[src/core/sensor_regs_pkg.sv]
// Purpose: shared constants of the humidity/temperature register bank
// Assumes: 7-bit register addresses, 8-bit register data, 200 MHz clock
// Notes: rate periods are kept in ns and turned into cycle counts here
package sensor_regs_pkg;
   localparam int ADDR_W = 7;
   localparam int DATA_W = 8;
   // register addresses
   localparam logic [6:0] ADDR_RATE_POWER = 7'h20;
   localparam logic [6:0] ADDR_COMMAND = 7'h21;
   localparam logic [6:0] ADDR_READY_PIN = 7'h22;
   localparam logic [6:0] ADDR_FLAGS = 7'h27;
   localparam logic [6:0] ADDR_HUM_LO = 7'h28;
   localparam logic [6:0] ADDR_HUM_HI = 7'h29;
   localparam logic [6:0] ADDR_TEMP_LO = 7'h2A;
   localparam logic [6:0] ADDR_TEMP_HI = 7'h2B;
   // rate_power_control fields
   localparam int BIT_ACTIVE = 7;
   localparam int BIT_BLOCK_UPDATE = 2;
   localparam int RATE_LSB = 0;
   // command_control fields
   localparam int BIT_RELOAD = 7;
   localparam int BIT_HEATER = 1;
   localparam int BIT_ONE_SHOT = 0;
   // ready_pin_control fields
   localparam int BIT_READY_POLARITY = 7;
   localparam int BIT_READY_DRIVE = 6;
   localparam int BIT_READY_ENABLE = 2;
   // sample_flags fields
   localparam int BIT_HUM_AVAIL = 1;
   localparam int BIT_TEMP_AVAIL = 0;
   // reset values
   localparam logic [7:0] RST_RATE_POWER = 8'h00;
   localparam logic [1:0] RST_RATE = 2'h0;
   localparam logic [15:0] RST_RESULT = 16'h0000;
   // output_rate encodings
   localparam logic [1:0] RATE_ONE_SHOT = 2'h0;
   localparam logic [1:0] RATE_1HZ = 2'h1;
   localparam logic [1:0] RATE_7HZ = 2'h2;
   // timing
   localparam longint CLK_PERIOD_PS = 5000;
   localparam longint RATE_1HZ_PERIOD_NS = 1000000000;
   localparam longint RATE_7HZ_PERIOD_NS = 142857142;
   localparam longint RATE_12HZ5_PERIOD_NS = 80000000;
   localparam int unsigned RATE_1HZ_CYCLES = int'(RATE_1HZ_PERIOD_NS * 1000 / CLK_PERIOD_PS);
   localparam int unsigned RATE_7HZ_CYCLES = int'(RATE_7HZ_PERIOD_NS * 1000 / CLK_PERIOD_PS);
   localparam int unsigned RATE_12HZ5_CYCLES = int'(RATE_12HZ5_PERIOD_NS * 1000 / CLK_PERIOD_PS);
   localparam int TRIM_WORDS = 16;
endpackage

[src/core/trim_loader.sv]
// Purpose: copies factory trim words from nonvolatile storage into trim registers
// Assumes: storage data is valid in the cycle that the registered address stands
// Notes: start_in is a one-cycle pulse; starts during LD_READ are dropped, one in the last busy cycle is taken
`timescale 1ns/1ps
module trim_loader
   import sensor_regs_pkg::*;
#(
   parameter int WORDS = TRIM_WORDS
) (
   // clock and reset
   input wire logic mclk_in,
   input wire logic srst_in,
   // control
   input wire logic start_in,
   output logic busy_out,
   output logic done_out,
   // storage read side
   output logic [3:0] nvm_addr_out,
   input wire logic [7:0] nvm_data_in,
   // trim register write side
   output logic trim_wr_out,
   output logic [3:0] trim_addr_out,
   output logic [7:0] trim_data_out
);
   typedef enum logic [0:0] {LD_IDLE, LD_READ} load_state_e;
   load_state_e state_r;
   logic [3:0] idx_r;
   logic rd_en_r;
   logic rd_last_r;

   always_ff @(posedge mclk_in) begin
      if (srst_in) begin
         state_r <= LD_IDLE;
         idx_r <= 4'h0;
         rd_en_r <= 1'b0;
         rd_last_r <= 1'b0;
         nvm_addr_out <= 4'h0;
      end else begin
         rd_en_r <= 1'b0;
         rd_last_r <= 1'b0;
         unique case (state_r)
            LD_IDLE: begin
               if (start_in) begin
                  state_r <= LD_READ;
                  idx_r <= 4'h0;
               end
            end
            LD_READ: begin
               nvm_addr_out <= idx_r;
               rd_en_r <= 1'b1;
               idx_r <= idx_r + 4'h1;
               if (idx_r == 4'(WORDS - 1)) begin
                  rd_last_r <= 1'b1;
                  state_r <= LD_IDLE;
               end
            end
         endcase
      end
   end

   always_ff @(posedge mclk_in) begin
      if (srst_in) begin
         trim_wr_out <= 1'b0;
         trim_addr_out <= 4'h0;
         trim_data_out <= 8'h00;
         done_out <= 1'b0;
      end else begin
         trim_wr_out <= rd_en_r;
         done_out <= rd_last_r;
         if (rd_en_r) begin
            trim_addr_out <= nvm_addr_out;
            trim_data_out <= nvm_data_in;
         end
      end
   end

   assign busy_out = (state_r != LD_IDLE) || rd_en_r;
endmodule // trim_loader

[src/core/output_pair.sv]
// Purpose: one 16-bit result pair with optional block update
// Assumes: rd_lo_in / rd_hi_in are one-cycle read pulses
// Notes: a sample arriving while the pair is locked is held and applied at unlock
`timescale 1ns/1ps
module output_pair (
   // clock and reset
   input wire logic mclk_in,
   input wire logic srst_in,
   // control
   input wire logic block_update_in,
   input wire logic sample_valid_in,
   input wire logic [15:0] sample_in,
   input wire logic rd_lo_in,
   input wire logic rd_hi_in,
   // result
   output logic [15:0] value_out
);
   logic lo_read_r;
   logic hi_read_r;
   logic [15:0] pend_r;
   logic pend_v_r;
   logic locked;

   // half of the pair has been read and the other half not yet
   assign locked = block_update_in && (lo_read_r ^ hi_read_r);

   always_ff @(posedge mclk_in) begin
      if (srst_in) begin
         lo_read_r <= 1'b0;
         hi_read_r <= 1'b0;
      end else if (!block_update_in || ((lo_read_r | rd_lo_in) && (hi_read_r | rd_hi_in))) begin
         lo_read_r <= 1'b0;
         hi_read_r <= 1'b0;
      end else begin
         lo_read_r <= lo_read_r | rd_lo_in;
         hi_read_r <= hi_read_r | rd_hi_in;
      end
   end

   always_ff @(posedge mclk_in) begin
      if (srst_in) begin
         value_out <= 16'h0000;
         pend_r <= 16'h0000;
         pend_v_r <= 1'b0;
      end else if (locked) begin
         if (sample_valid_in) begin
            pend_r <= sample_in;
            pend_v_r <= 1'b1;
         end
      end else if (sample_valid_in) begin
         value_out <= sample_in;
         pend_v_r <= 1'b0;
      end else if (pend_v_r) begin
         value_out <= pend_r;
         pend_v_r <= 1'b0;
      end
   end
endmodule // output_pair

[src/core/sensor_ctrl_status_regs.sv]
// Purpose: control, status and result registers of a humidity/temperature sensor
// Assumes: serial front end decodes transfers into one-cycle rd/wr strobes
// Notes: read data is registered and valid the cycle after the read strobe
// What this block does
// - writing reload 1 copies trim from storage
// - reload bit self-clears when copy finishes
// - trim copy runs automatically after power-up
// - one-shot write starts one humidity/temperature acquisition
// - completion updates results, sets flags, clears one-shot
// - heater bit follows software writes only
// - ready polarity bit selects active high/low
// - ready drive bit selects push-pull/open drain
// - ready enable bit gates the ready pin
// - ready pin active on either available flag
// - ready inactive only after both high bytes read
// - flags update on every conversion regardless block_update
// - humidity flag set on sample, cleared by 29h read
// - temperature flag set on sample, cleared by 2Bh read
// - humidity result two's complement at 28h/29h
// - temperature low byte readable at 2Ah
// - temperature result two's complement at 2Ah/2Bh
// - block_update holds pair until both bytes read
// - output_rate zero converts only on one-shot
`timescale 1ns/1ps
module sensor_ctrl_status_regs
   import sensor_regs_pkg::*;
#(
   parameter int unsigned RATE1_CYCLES = RATE_1HZ_CYCLES,
   parameter int unsigned RATE7_CYCLES = RATE_7HZ_CYCLES,
   parameter int unsigned RATE12_CYCLES = RATE_12HZ5_CYCLES
) (
   // clock and reset
   input wire logic mclk_in,
   input wire logic srst_in,
   // register access
   input wire logic [6:0] reg_addr_in,
   input wire logic reg_wr_in,
   input wire logic [7:0] reg_wdata_in,
   input wire logic reg_rd_in,
   output logic [7:0] reg_rdata_out,
   // measurement chain
   output logic conv_start_out,
   input wire logic conv_done_in,
   input wire logic [15:0] humidity_sample_in,
   input wire logic [15:0] temperature_sample_in,
   output logic heater_on_out,
   // trim storage and trim registers
   output logic [3:0] nvm_addr_out,
   input wire logic [7:0] nvm_data_in,
   output logic trim_wr_out,
   output logic [3:0] trim_addr_out,
   output logic [7:0] trim_data_out,
   // data-ready pin
   output logic sample_ready_output_out,
   output logic sample_ready_oe_out
);
   logic active_r;
   logic block_update_r;
   logic [1:0] output_rate_r;
   logic reload_r;
   logic heater_r;
   logic one_shot_r;
   logic ready_polarity_r;
   logic ready_drive_type_r;
   logic ready_output_enable_r;
   logic humidity_available_r;
   logic temperature_available_r;
   logic conv_busy_r;
   logic powerup_load_r;
   logic [31:0] rate_cnt_r;
   logic rate_tick_r;
   logic [15:0] humidity_result;
   logic [15:0] temperature_result;
   logic load_busy;
   logic load_done;
   logic load_start;
   logic conv_finish;
   logic wr_cmd;
   logic rd_hum_hi;
   logic rd_temp_hi;
   logic ready_active;
   logic [31:0] rate_period;

   assign wr_cmd = reg_wr_in && (reg_addr_in == ADDR_COMMAND);
   assign rd_hum_hi = reg_rd_in && (reg_addr_in == ADDR_HUM_HI);
   assign rd_temp_hi = reg_rd_in && (reg_addr_in == ADDR_TEMP_HI);
   assign conv_finish = conv_done_in && conv_busy_r;

   // rate_power_control: active, block_update, output_rate
   always_ff @(posedge mclk_in) begin
      if (srst_in) begin
         active_r <= RST_RATE_POWER[BIT_ACTIVE];
         block_update_r <= RST_RATE_POWER[BIT_BLOCK_UPDATE];
         output_rate_r <= RST_RATE;
      end else if (reg_wr_in && reg_addr_in == ADDR_RATE_POWER) begin
         active_r <= reg_wdata_in[BIT_ACTIVE];
         block_update_r <= reg_wdata_in[BIT_BLOCK_UPDATE];
         output_rate_r <= reg_wdata_in[RATE_LSB +: 2];
      end
   end

   // ready_pin_control; only documented bits are stored
   always_ff @(posedge mclk_in) begin
      if (srst_in) begin
         ready_polarity_r <= 1'b0;
         ready_drive_type_r <= 1'b0;
         ready_output_enable_r <= 1'b0;
      end else if (reg_wr_in && reg_addr_in == ADDR_READY_PIN) begin
         ready_polarity_r <= reg_wdata_in[BIT_READY_POLARITY];
         ready_drive_type_r <= reg_wdata_in[BIT_READY_DRIVE];
         ready_output_enable_r <= reg_wdata_in[BIT_READY_ENABLE];
      end
   end

   // trim reload: power-up pass first, then on request
   always_ff @(posedge mclk_in) begin
      if (srst_in) begin
         powerup_load_r <= 1'b1;
      end else begin
         powerup_load_r <= 1'b0;
      end
   end

   always_ff @(posedge mclk_in) begin
      if (srst_in) begin
         reload_r <= 1'b0;
      end else if (wr_cmd && reg_wdata_in[BIT_RELOAD]) begin
         reload_r <= 1'b1;
      end else if (load_done && !powerup_load_r) begin
         reload_r <= 1'b0;
      end
   end

   // a request while the loader is busy, its last busy cycle included, is merged; one in the done cycle starts a fresh pass
   assign load_start = powerup_load_r || (wr_cmd && reg_wdata_in[BIT_RELOAD] && !load_busy);

   trim_loader #(
      .WORDS(TRIM_WORDS)
   ) u_trim_loader (
      .mclk_in(mclk_in),
      .srst_in(srst_in),
      .start_in(load_start),
      .busy_out(load_busy),
      .done_out(load_done),
      .nvm_addr_out(nvm_addr_out),
      .nvm_data_in(nvm_data_in),
      .trim_wr_out(trim_wr_out),
      .trim_addr_out(trim_addr_out),
      .trim_data_out(trim_data_out)
   );

   // heater is purely software-owned
   always_ff @(posedge mclk_in) begin
      if (srst_in) begin
         heater_r <= 1'b0;
         heater_on_out <= 1'b0;
      end else begin
         if (wr_cmd) begin
            heater_r <= reg_wdata_in[BIT_HEATER];
         end
         heater_on_out <= wr_cmd ? reg_wdata_in[BIT_HEATER] : heater_r;
      end
   end

   // periodic timebase; idle in one-shot mode or power-down
   always_comb begin
      unique case (output_rate_r)
         RATE_1HZ: rate_period = 32'(RATE1_CYCLES);
         RATE_7HZ: rate_period = 32'(RATE7_CYCLES);
         default: rate_period = 32'(RATE12_CYCLES);
      endcase
   end

   always_ff @(posedge mclk_in) begin
      if (srst_in) begin
         rate_cnt_r <= 32'h0000_0000;
         rate_tick_r <= 1'b0;
      end else if (output_rate_r == RATE_ONE_SHOT || !active_r) begin
         rate_cnt_r <= 32'h0000_0000;
         rate_tick_r <= 1'b0;
      end else if (rate_cnt_r >= rate_period - 32'h0000_0001) begin
         rate_cnt_r <= 32'h0000_0000;
         rate_tick_r <= 1'b1;
      end else begin
         rate_cnt_r <= rate_cnt_r + 32'h0000_0001;
         rate_tick_r <= 1'b0;
      end
   end

   // one-shot and conversion sequencing; a tick while busy is skipped
   always_ff @(posedge mclk_in) begin
      if (srst_in) begin
         one_shot_r <= 1'b0;
         conv_busy_r <= 1'b0;
         conv_start_out <= 1'b0;
      end else begin
         conv_start_out <= 1'b0;
         if (conv_finish) begin
            conv_busy_r <= 1'b0;
            one_shot_r <= 1'b0;
         end else if (!conv_busy_r && wr_cmd && reg_wdata_in[BIT_ONE_SHOT]) begin
            one_shot_r <= 1'b1;
            conv_busy_r <= 1'b1;
            conv_start_out <= 1'b1;
         end else if (!conv_busy_r && rate_tick_r) begin
            conv_busy_r <= 1'b1;
            conv_start_out <= 1'b1;
         end
      end
   end

   // available flags: a new sample wins over a same-cycle read
   always_ff @(posedge mclk_in) begin
      if (srst_in) begin
         humidity_available_r <= 1'b0;
         temperature_available_r <= 1'b0;
      end else begin
         if (conv_finish) begin
            humidity_available_r <= 1'b1;
         end else if (rd_hum_hi) begin
            humidity_available_r <= 1'b0;
         end
         if (conv_finish) begin
            temperature_available_r <= 1'b1;
         end else if (rd_temp_hi) begin
            temperature_available_r <= 1'b0;
         end
      end
   end

   output_pair u_humidity_pair (
      .mclk_in(mclk_in),
      .srst_in(srst_in),
      .block_update_in(block_update_r),
      .sample_valid_in(conv_finish),
      .sample_in(humidity_sample_in),
      .rd_lo_in(reg_rd_in && reg_addr_in == ADDR_HUM_LO),
      .rd_hi_in(rd_hum_hi),
      .value_out(humidity_result)
   );

   output_pair u_temperature_pair (
      .mclk_in(mclk_in),
      .srst_in(srst_in),
      .block_update_in(block_update_r),
      .sample_valid_in(conv_finish),
      .sample_in(temperature_sample_in),
      .rd_lo_in(reg_rd_in && reg_addr_in == ADDR_TEMP_LO),
      .rd_hi_in(rd_temp_hi),
      .value_out(temperature_result)
   );

   // ready pin: open drain only ever pulls low, released level comes from the pull-up
   assign ready_active = ready_output_enable_r && (humidity_available_r || temperature_available_r);

   always_ff @(posedge mclk_in) begin
      if (srst_in) begin
         sample_ready_output_out <= 1'b0;
         sample_ready_oe_out <= 1'b1;
      end else begin
         sample_ready_output_out <= ready_active ^ ready_polarity_r;
         if (ready_drive_type_r) begin
            sample_ready_oe_out <= !(ready_active ^ ready_polarity_r);
         end else begin
            sample_ready_oe_out <= 1'b1;
         end
      end
   end

   // register read port; unmapped addresses read zero
   always_ff @(posedge mclk_in) begin
      if (srst_in) begin
         reg_rdata_out <= 8'h00;
      end else if (reg_rd_in) begin
         unique case (reg_addr_in)
            ADDR_RATE_POWER: reg_rdata_out <= {active_r, 4'h0, block_update_r, output_rate_r};
            ADDR_COMMAND: reg_rdata_out <= {reload_r, 5'h00, heater_r, one_shot_r};
            ADDR_READY_PIN: reg_rdata_out <= {ready_polarity_r, ready_drive_type_r, 3'h0,
                                              ready_output_enable_r, 2'h0};
            ADDR_FLAGS: reg_rdata_out <= {6'h00, humidity_available_r, temperature_available_r};
            ADDR_HUM_LO: reg_rdata_out <= humidity_result[7:0];
            ADDR_HUM_HI: reg_rdata_out <= humidity_result[15:8];
            ADDR_TEMP_LO: reg_rdata_out <= temperature_result[7:0];
            ADDR_TEMP_HI: reg_rdata_out <= temperature_result[15:8];
            default: reg_rdata_out <= 8'h00;
         endcase
      end
   end
endmodule // sensor_ctrl_status_regs

[config.mk]
export PLATFORM = sky130hd
export DESIGN_NAME = sensor_ctrl_status_regs
export DESIGN_NICKNAME = d
export VERILOG_FILES = /design/src/core/sensor_regs_pkg.sv /design/src/core/trim_loader.sv /design/src/core/output_pair.sv /design/src/core/sensor_ctrl_status_regs.sv
export SDC_FILE = /design/constraint.sdc
export NUM_CORES = 1
export LEC_CHECK = 0
export BUFFER_PORTS_ARGS = -buffer_cell sky130_fd_sc_hd__buf_2
export CAP_MARGIN = 20
export CORE_UTILIZATION = 30
export CTS_CLUSTER_DIAMETER = 60
export DETAILED_ROUTE_END_ITERATION = 16
export GPL_TIMING_DRIVEN = 0
export PLACE_DENSITY = 0.48
export SLEW_MARGIN = 5
export SYNTH_ARGS = -nofsm -noshare
export SYNTH_HDL_FRONTEND = slang
export SYNTH_HIERARCHICAL = 1
export SYNTH_SLANG_ARGS = --single-unit
[constraint.sdc]
create_clock -name mclk_in -period 2.5 [get_ports mclk_in]
set_input_delay 0.5 -clock mclk_in [delete_from_list [all_inputs] [get_ports mclk_in]]
set_output_delay 0.5 -clock mclk_in [all_outputs]
set_load 0.05 [all_outputs]
==> metrics <==
status=complete, no violations; R2R Setup Slk=50 ps; Critical Path AT=2730 ps; register clock-pin slew on the reported worst setup and hold paths=60 ps; Starting Density=30.8%; leading area contributor after synthesis=dfxtp_1; crit start category=flop; CTS tree=yes; f_max=407 MHz; endpoints failing setup=0; Yosys cell types=65; die area=0.0267 mm²; clk root buf=clkbuf_16; final weighted congestion in routability-driven placement=0.766; PD cells=555 mW/mm²; Via-to-Cell Ratio=4.72; total design power=5.29 mW; skew final=14.5 ps; DR WL/cell=15.7 µm; global-route wire length before repair=32000 µm; max-slew violation count=0; layout cells sized above 1=25.8%; end of the worst hold path=one_shot_r$_SDFFE_PP0P_; Most common cell on crit path=ha_4; post-DP HPWL=14500 µm; Yosys reg bits=153; vias=5970; post-synthesis instance total=809; Overall Global Routing Usage=15.5%; hold path depth=2; number of buffers and inverters on the critical path=4; vias in the first global route=5868; Die Wd=163 µm; HP Class=in -> reg; Synth Warn #=6; CP top delay family=simple AND/OR/NAND/NOR gates; Synth top area share=39.2%; prevailing post-synth register cell=dfxtp_1; largest net degree at the start of global routing=17; Ports=89; worst r2r dst=rate_cnt_r[10]$_SDFF_PP0_; Critical Path End Type=flop; H-tree Lvls=4; Row Count=58; Static Leakage=3.49 nW; WP data required=2780 ps; Critical R2R Launch=output_rate_r[0]$_SDFFE_PP0P_; CP Class=reg -> reg; DR pass1 iterations=4; fill count=2582; drt initial violations=162; drt total wl=19900 µm; drt drc=0; RSZ-0062 raised after global routing=true; VDD IR max=423 µV; Syn Area/Cell=9.65 µm²; Slew @ Worst Pin=971 ps; clock tree sinks=153; CP max stage delay=400 ps; crit-path cells=inv_4 -> ha_4 -> inv_6 -> ha_4 -> nand4_1 -> nor4_4 -> o311ai_2 -> nand4_2 -> buf_6 -> clkbuf_16 -> nor3_2; number of synthesized flops with an enable pin=0; Area growth, synth to finish=22.1%; Slowest-stage cell, CP=dfxtp_4; initial antenna violation count=1; Finished Layout Cells=1266; PortBufs=84; synthesized cell area=0.00781 mm²; Final Hold Viols=0; relative slew slack=35.1%; Worst-Skew Late Latency=430 ps; most common cell after layout, fill and taps aside=dfxtp_1; r2r worst-path depth=11; hold buffers post-CTS=0; core area=0.0253 mm²; Inst Count DP=1226; ys async rst share=0%; Synth area leaders=dfxtp_1 (39%), mux2i_1 (7.3%), a211oi_1 (6.4%), nand2b_1 (5.4%), mux2_2 (4.8%); most frequent cells in the layout=dfxtp_1 (151), buf_2 (97), nand2b_1 (68); # nets final=1011; max cap viols=0; Final Util=37.6%; Tcrit/Tclk final=98.2%; die height=163 µm; Antenna Nets Post-Route=0; crit path max fanout=5; CTS max path bufs=2; Inserted Clock Buffers=17; Setup TNS=0 ps; sequential share of the synthesized area=39.2%; Hold Crit Start=conv_done_in; global route overflow=0; minimum clock period after layout=2450 ps
-- layer usage --
| layer | vias to the layer above | GRT usage (%) | routed length [µm] |
|---|---|---|---|
| li1 | 3096 | - | - |
| met2 | 88 | 23.1 | 8720 |
| met3 | 20 | 3.56 | 761 |
| met5 | - | 0 | 0 |
| met1 | 2766 | 21.7 | 10100 |
| met4 | 0 | 5.18 | 274 |
-- power breakdown --
group | internal, mW | switching, mW
registers | 2.45 | 0.00850
logic | 0.123 | 0.170
clock network | 1.49 | 1.05
total | 4.07 | 1.23
-- state kept, by name, summed over array words and instances, names as in the netlist, 2 cells and up --
name,flops
u_temperature_pair/value_out,16
u_humidity_pair/pend_r,16
u_trim_loader/nvm_addr_out,4
u_trim_loader/trim_data_out,8
output_rate_r,2
reg_rdata_out,8
u_humidity_pair/value_out,16
rate_cnt_r,32
u_trim_loader/idx_r,4
u_trim_loader/trim_addr_out,4
u_temperature_pair/pend_r,16
-- logic make-up (layout without fill, tap and decap cells) --
family                   count (synthesis)  count (layout)  synth area share (%)
buffers and inverters                   98             220                  6.38
multiplexers                            96              96                  13.8
AND/OR/NAND/NOR                        274             274                  20.7
AO/OA/AOI/OAI                          126             126                  11.4
flip-flops                             153             153                  39.2
other                                    1               6                0.0480
adder cells (fa/ha/maj)                 29              29                  4.65
XOR/XNOR                                32              32                  3.78
-- how the worst max path moves through the flow --
stage,start,end,cells past startpoint
after floorplan,output_rate_r[0]$_SDFFE_PP0P_,rate_cnt_r[7]$_SDFF_PP0_,11
after global placement,output_rate_r[0]$_SDFFE_PP0P_,rate_cnt_r[11]$_SDFF_PP0_,10
after detailed placement,output_rate_r[0]$_SDFFE_PP0P_,rate_cnt_r[26]$_SDFF_PP0_,10
after CTS,output_rate_r[1]$_SDFFE_PP0P_,rate_cnt_r[14]$_SDFF_PP0_,11
after global routing,output_rate_r[0]$_SDFFE_PP0P_,rate_cnt_r[10]$_SDFF_PP0_,11
final,output_rate_r[0]$_SDFFE_PP0P_,rate_cnt_r[10]$_SDFF_PP0_,11
-- cells in the mapped netlist (2+ instances only) --
master    instances
nor4_1           10
nor3b_1           8
a21o_1            3
buf_12            3
nand4_1          10
nor2b_1           4
xnor2_1          21
a32oi_1           2
mux2_2           33
buf_2            13
xor2_2            2
a22oi_1           4
a41oi_1           2
nor3_1           17
o21bai_1          2
buf_6             6
mux2i_1          57
a211o_1           2
o21ai_0          10
inv_1            46
ha_1             29
dfxtp_1         153
o31ai_1           2
nand3_1          23
nor3_2           19
and3_1            8
a21oi_1          20
buf_4             2
nor2_1           53
nand2_1          31
clkbuf_1         26
and3b_1           2
mux4_2            6
nand4b_1          2
nand2b_1         68
and4_1            7
a211oi_1         67
xor2_1            9
-- worst register-to-register path: stages, from the launching register on --
cell	delay, ps
dfxtp_4	400
inv_4	60
ha_4	300
inv_6	60
ha_4	260
nand4_1	220
nor4_4	360
o311ai_2	160
nand4_2	150
buf_6	160
clkbuf_16	160
nor3_2	40
-- cell type report --
type | instances | area (µm²) | share of cell area, %
Multi-Input combinational cell | 561 | 4430 | 46.5
Sequential cell | 153 | 3070 | 32.2
Antenna cell | 2 | 5.00 | 0.0525
Inverter | 46 | 183 | 1.92
Clock inverter | 11 | 124 | 1.30
Clock buffer | 20 | 447 | 4.68
Buffer | 52 | 338 | 3.54
Timing Repair Buffer | 91 | 523 | 5.48
Tap cell | 330 | 413 | 4.33
-- repair_timing --
item	in CTS	in global routing
setup buffers	2	3
cloned	1	1
setup endpoints to repair	30	29
gates resized for setup	16	28
pin swaps	2	16
hold endpoints to repair	0	0
-- metrics by stage --
step	setup WS, ps	hold slack, ps	instance area (µm²)
after global routing	-78.3	290	9530
after global placement	-397	404	8650
final	45.3	294	9540
after floorplan	34.9	371	7820
after CTS	7.01	276	9330
after detailed placement	-394	407	8650
No activity file was read; power rests on OpenSTA's default activity.
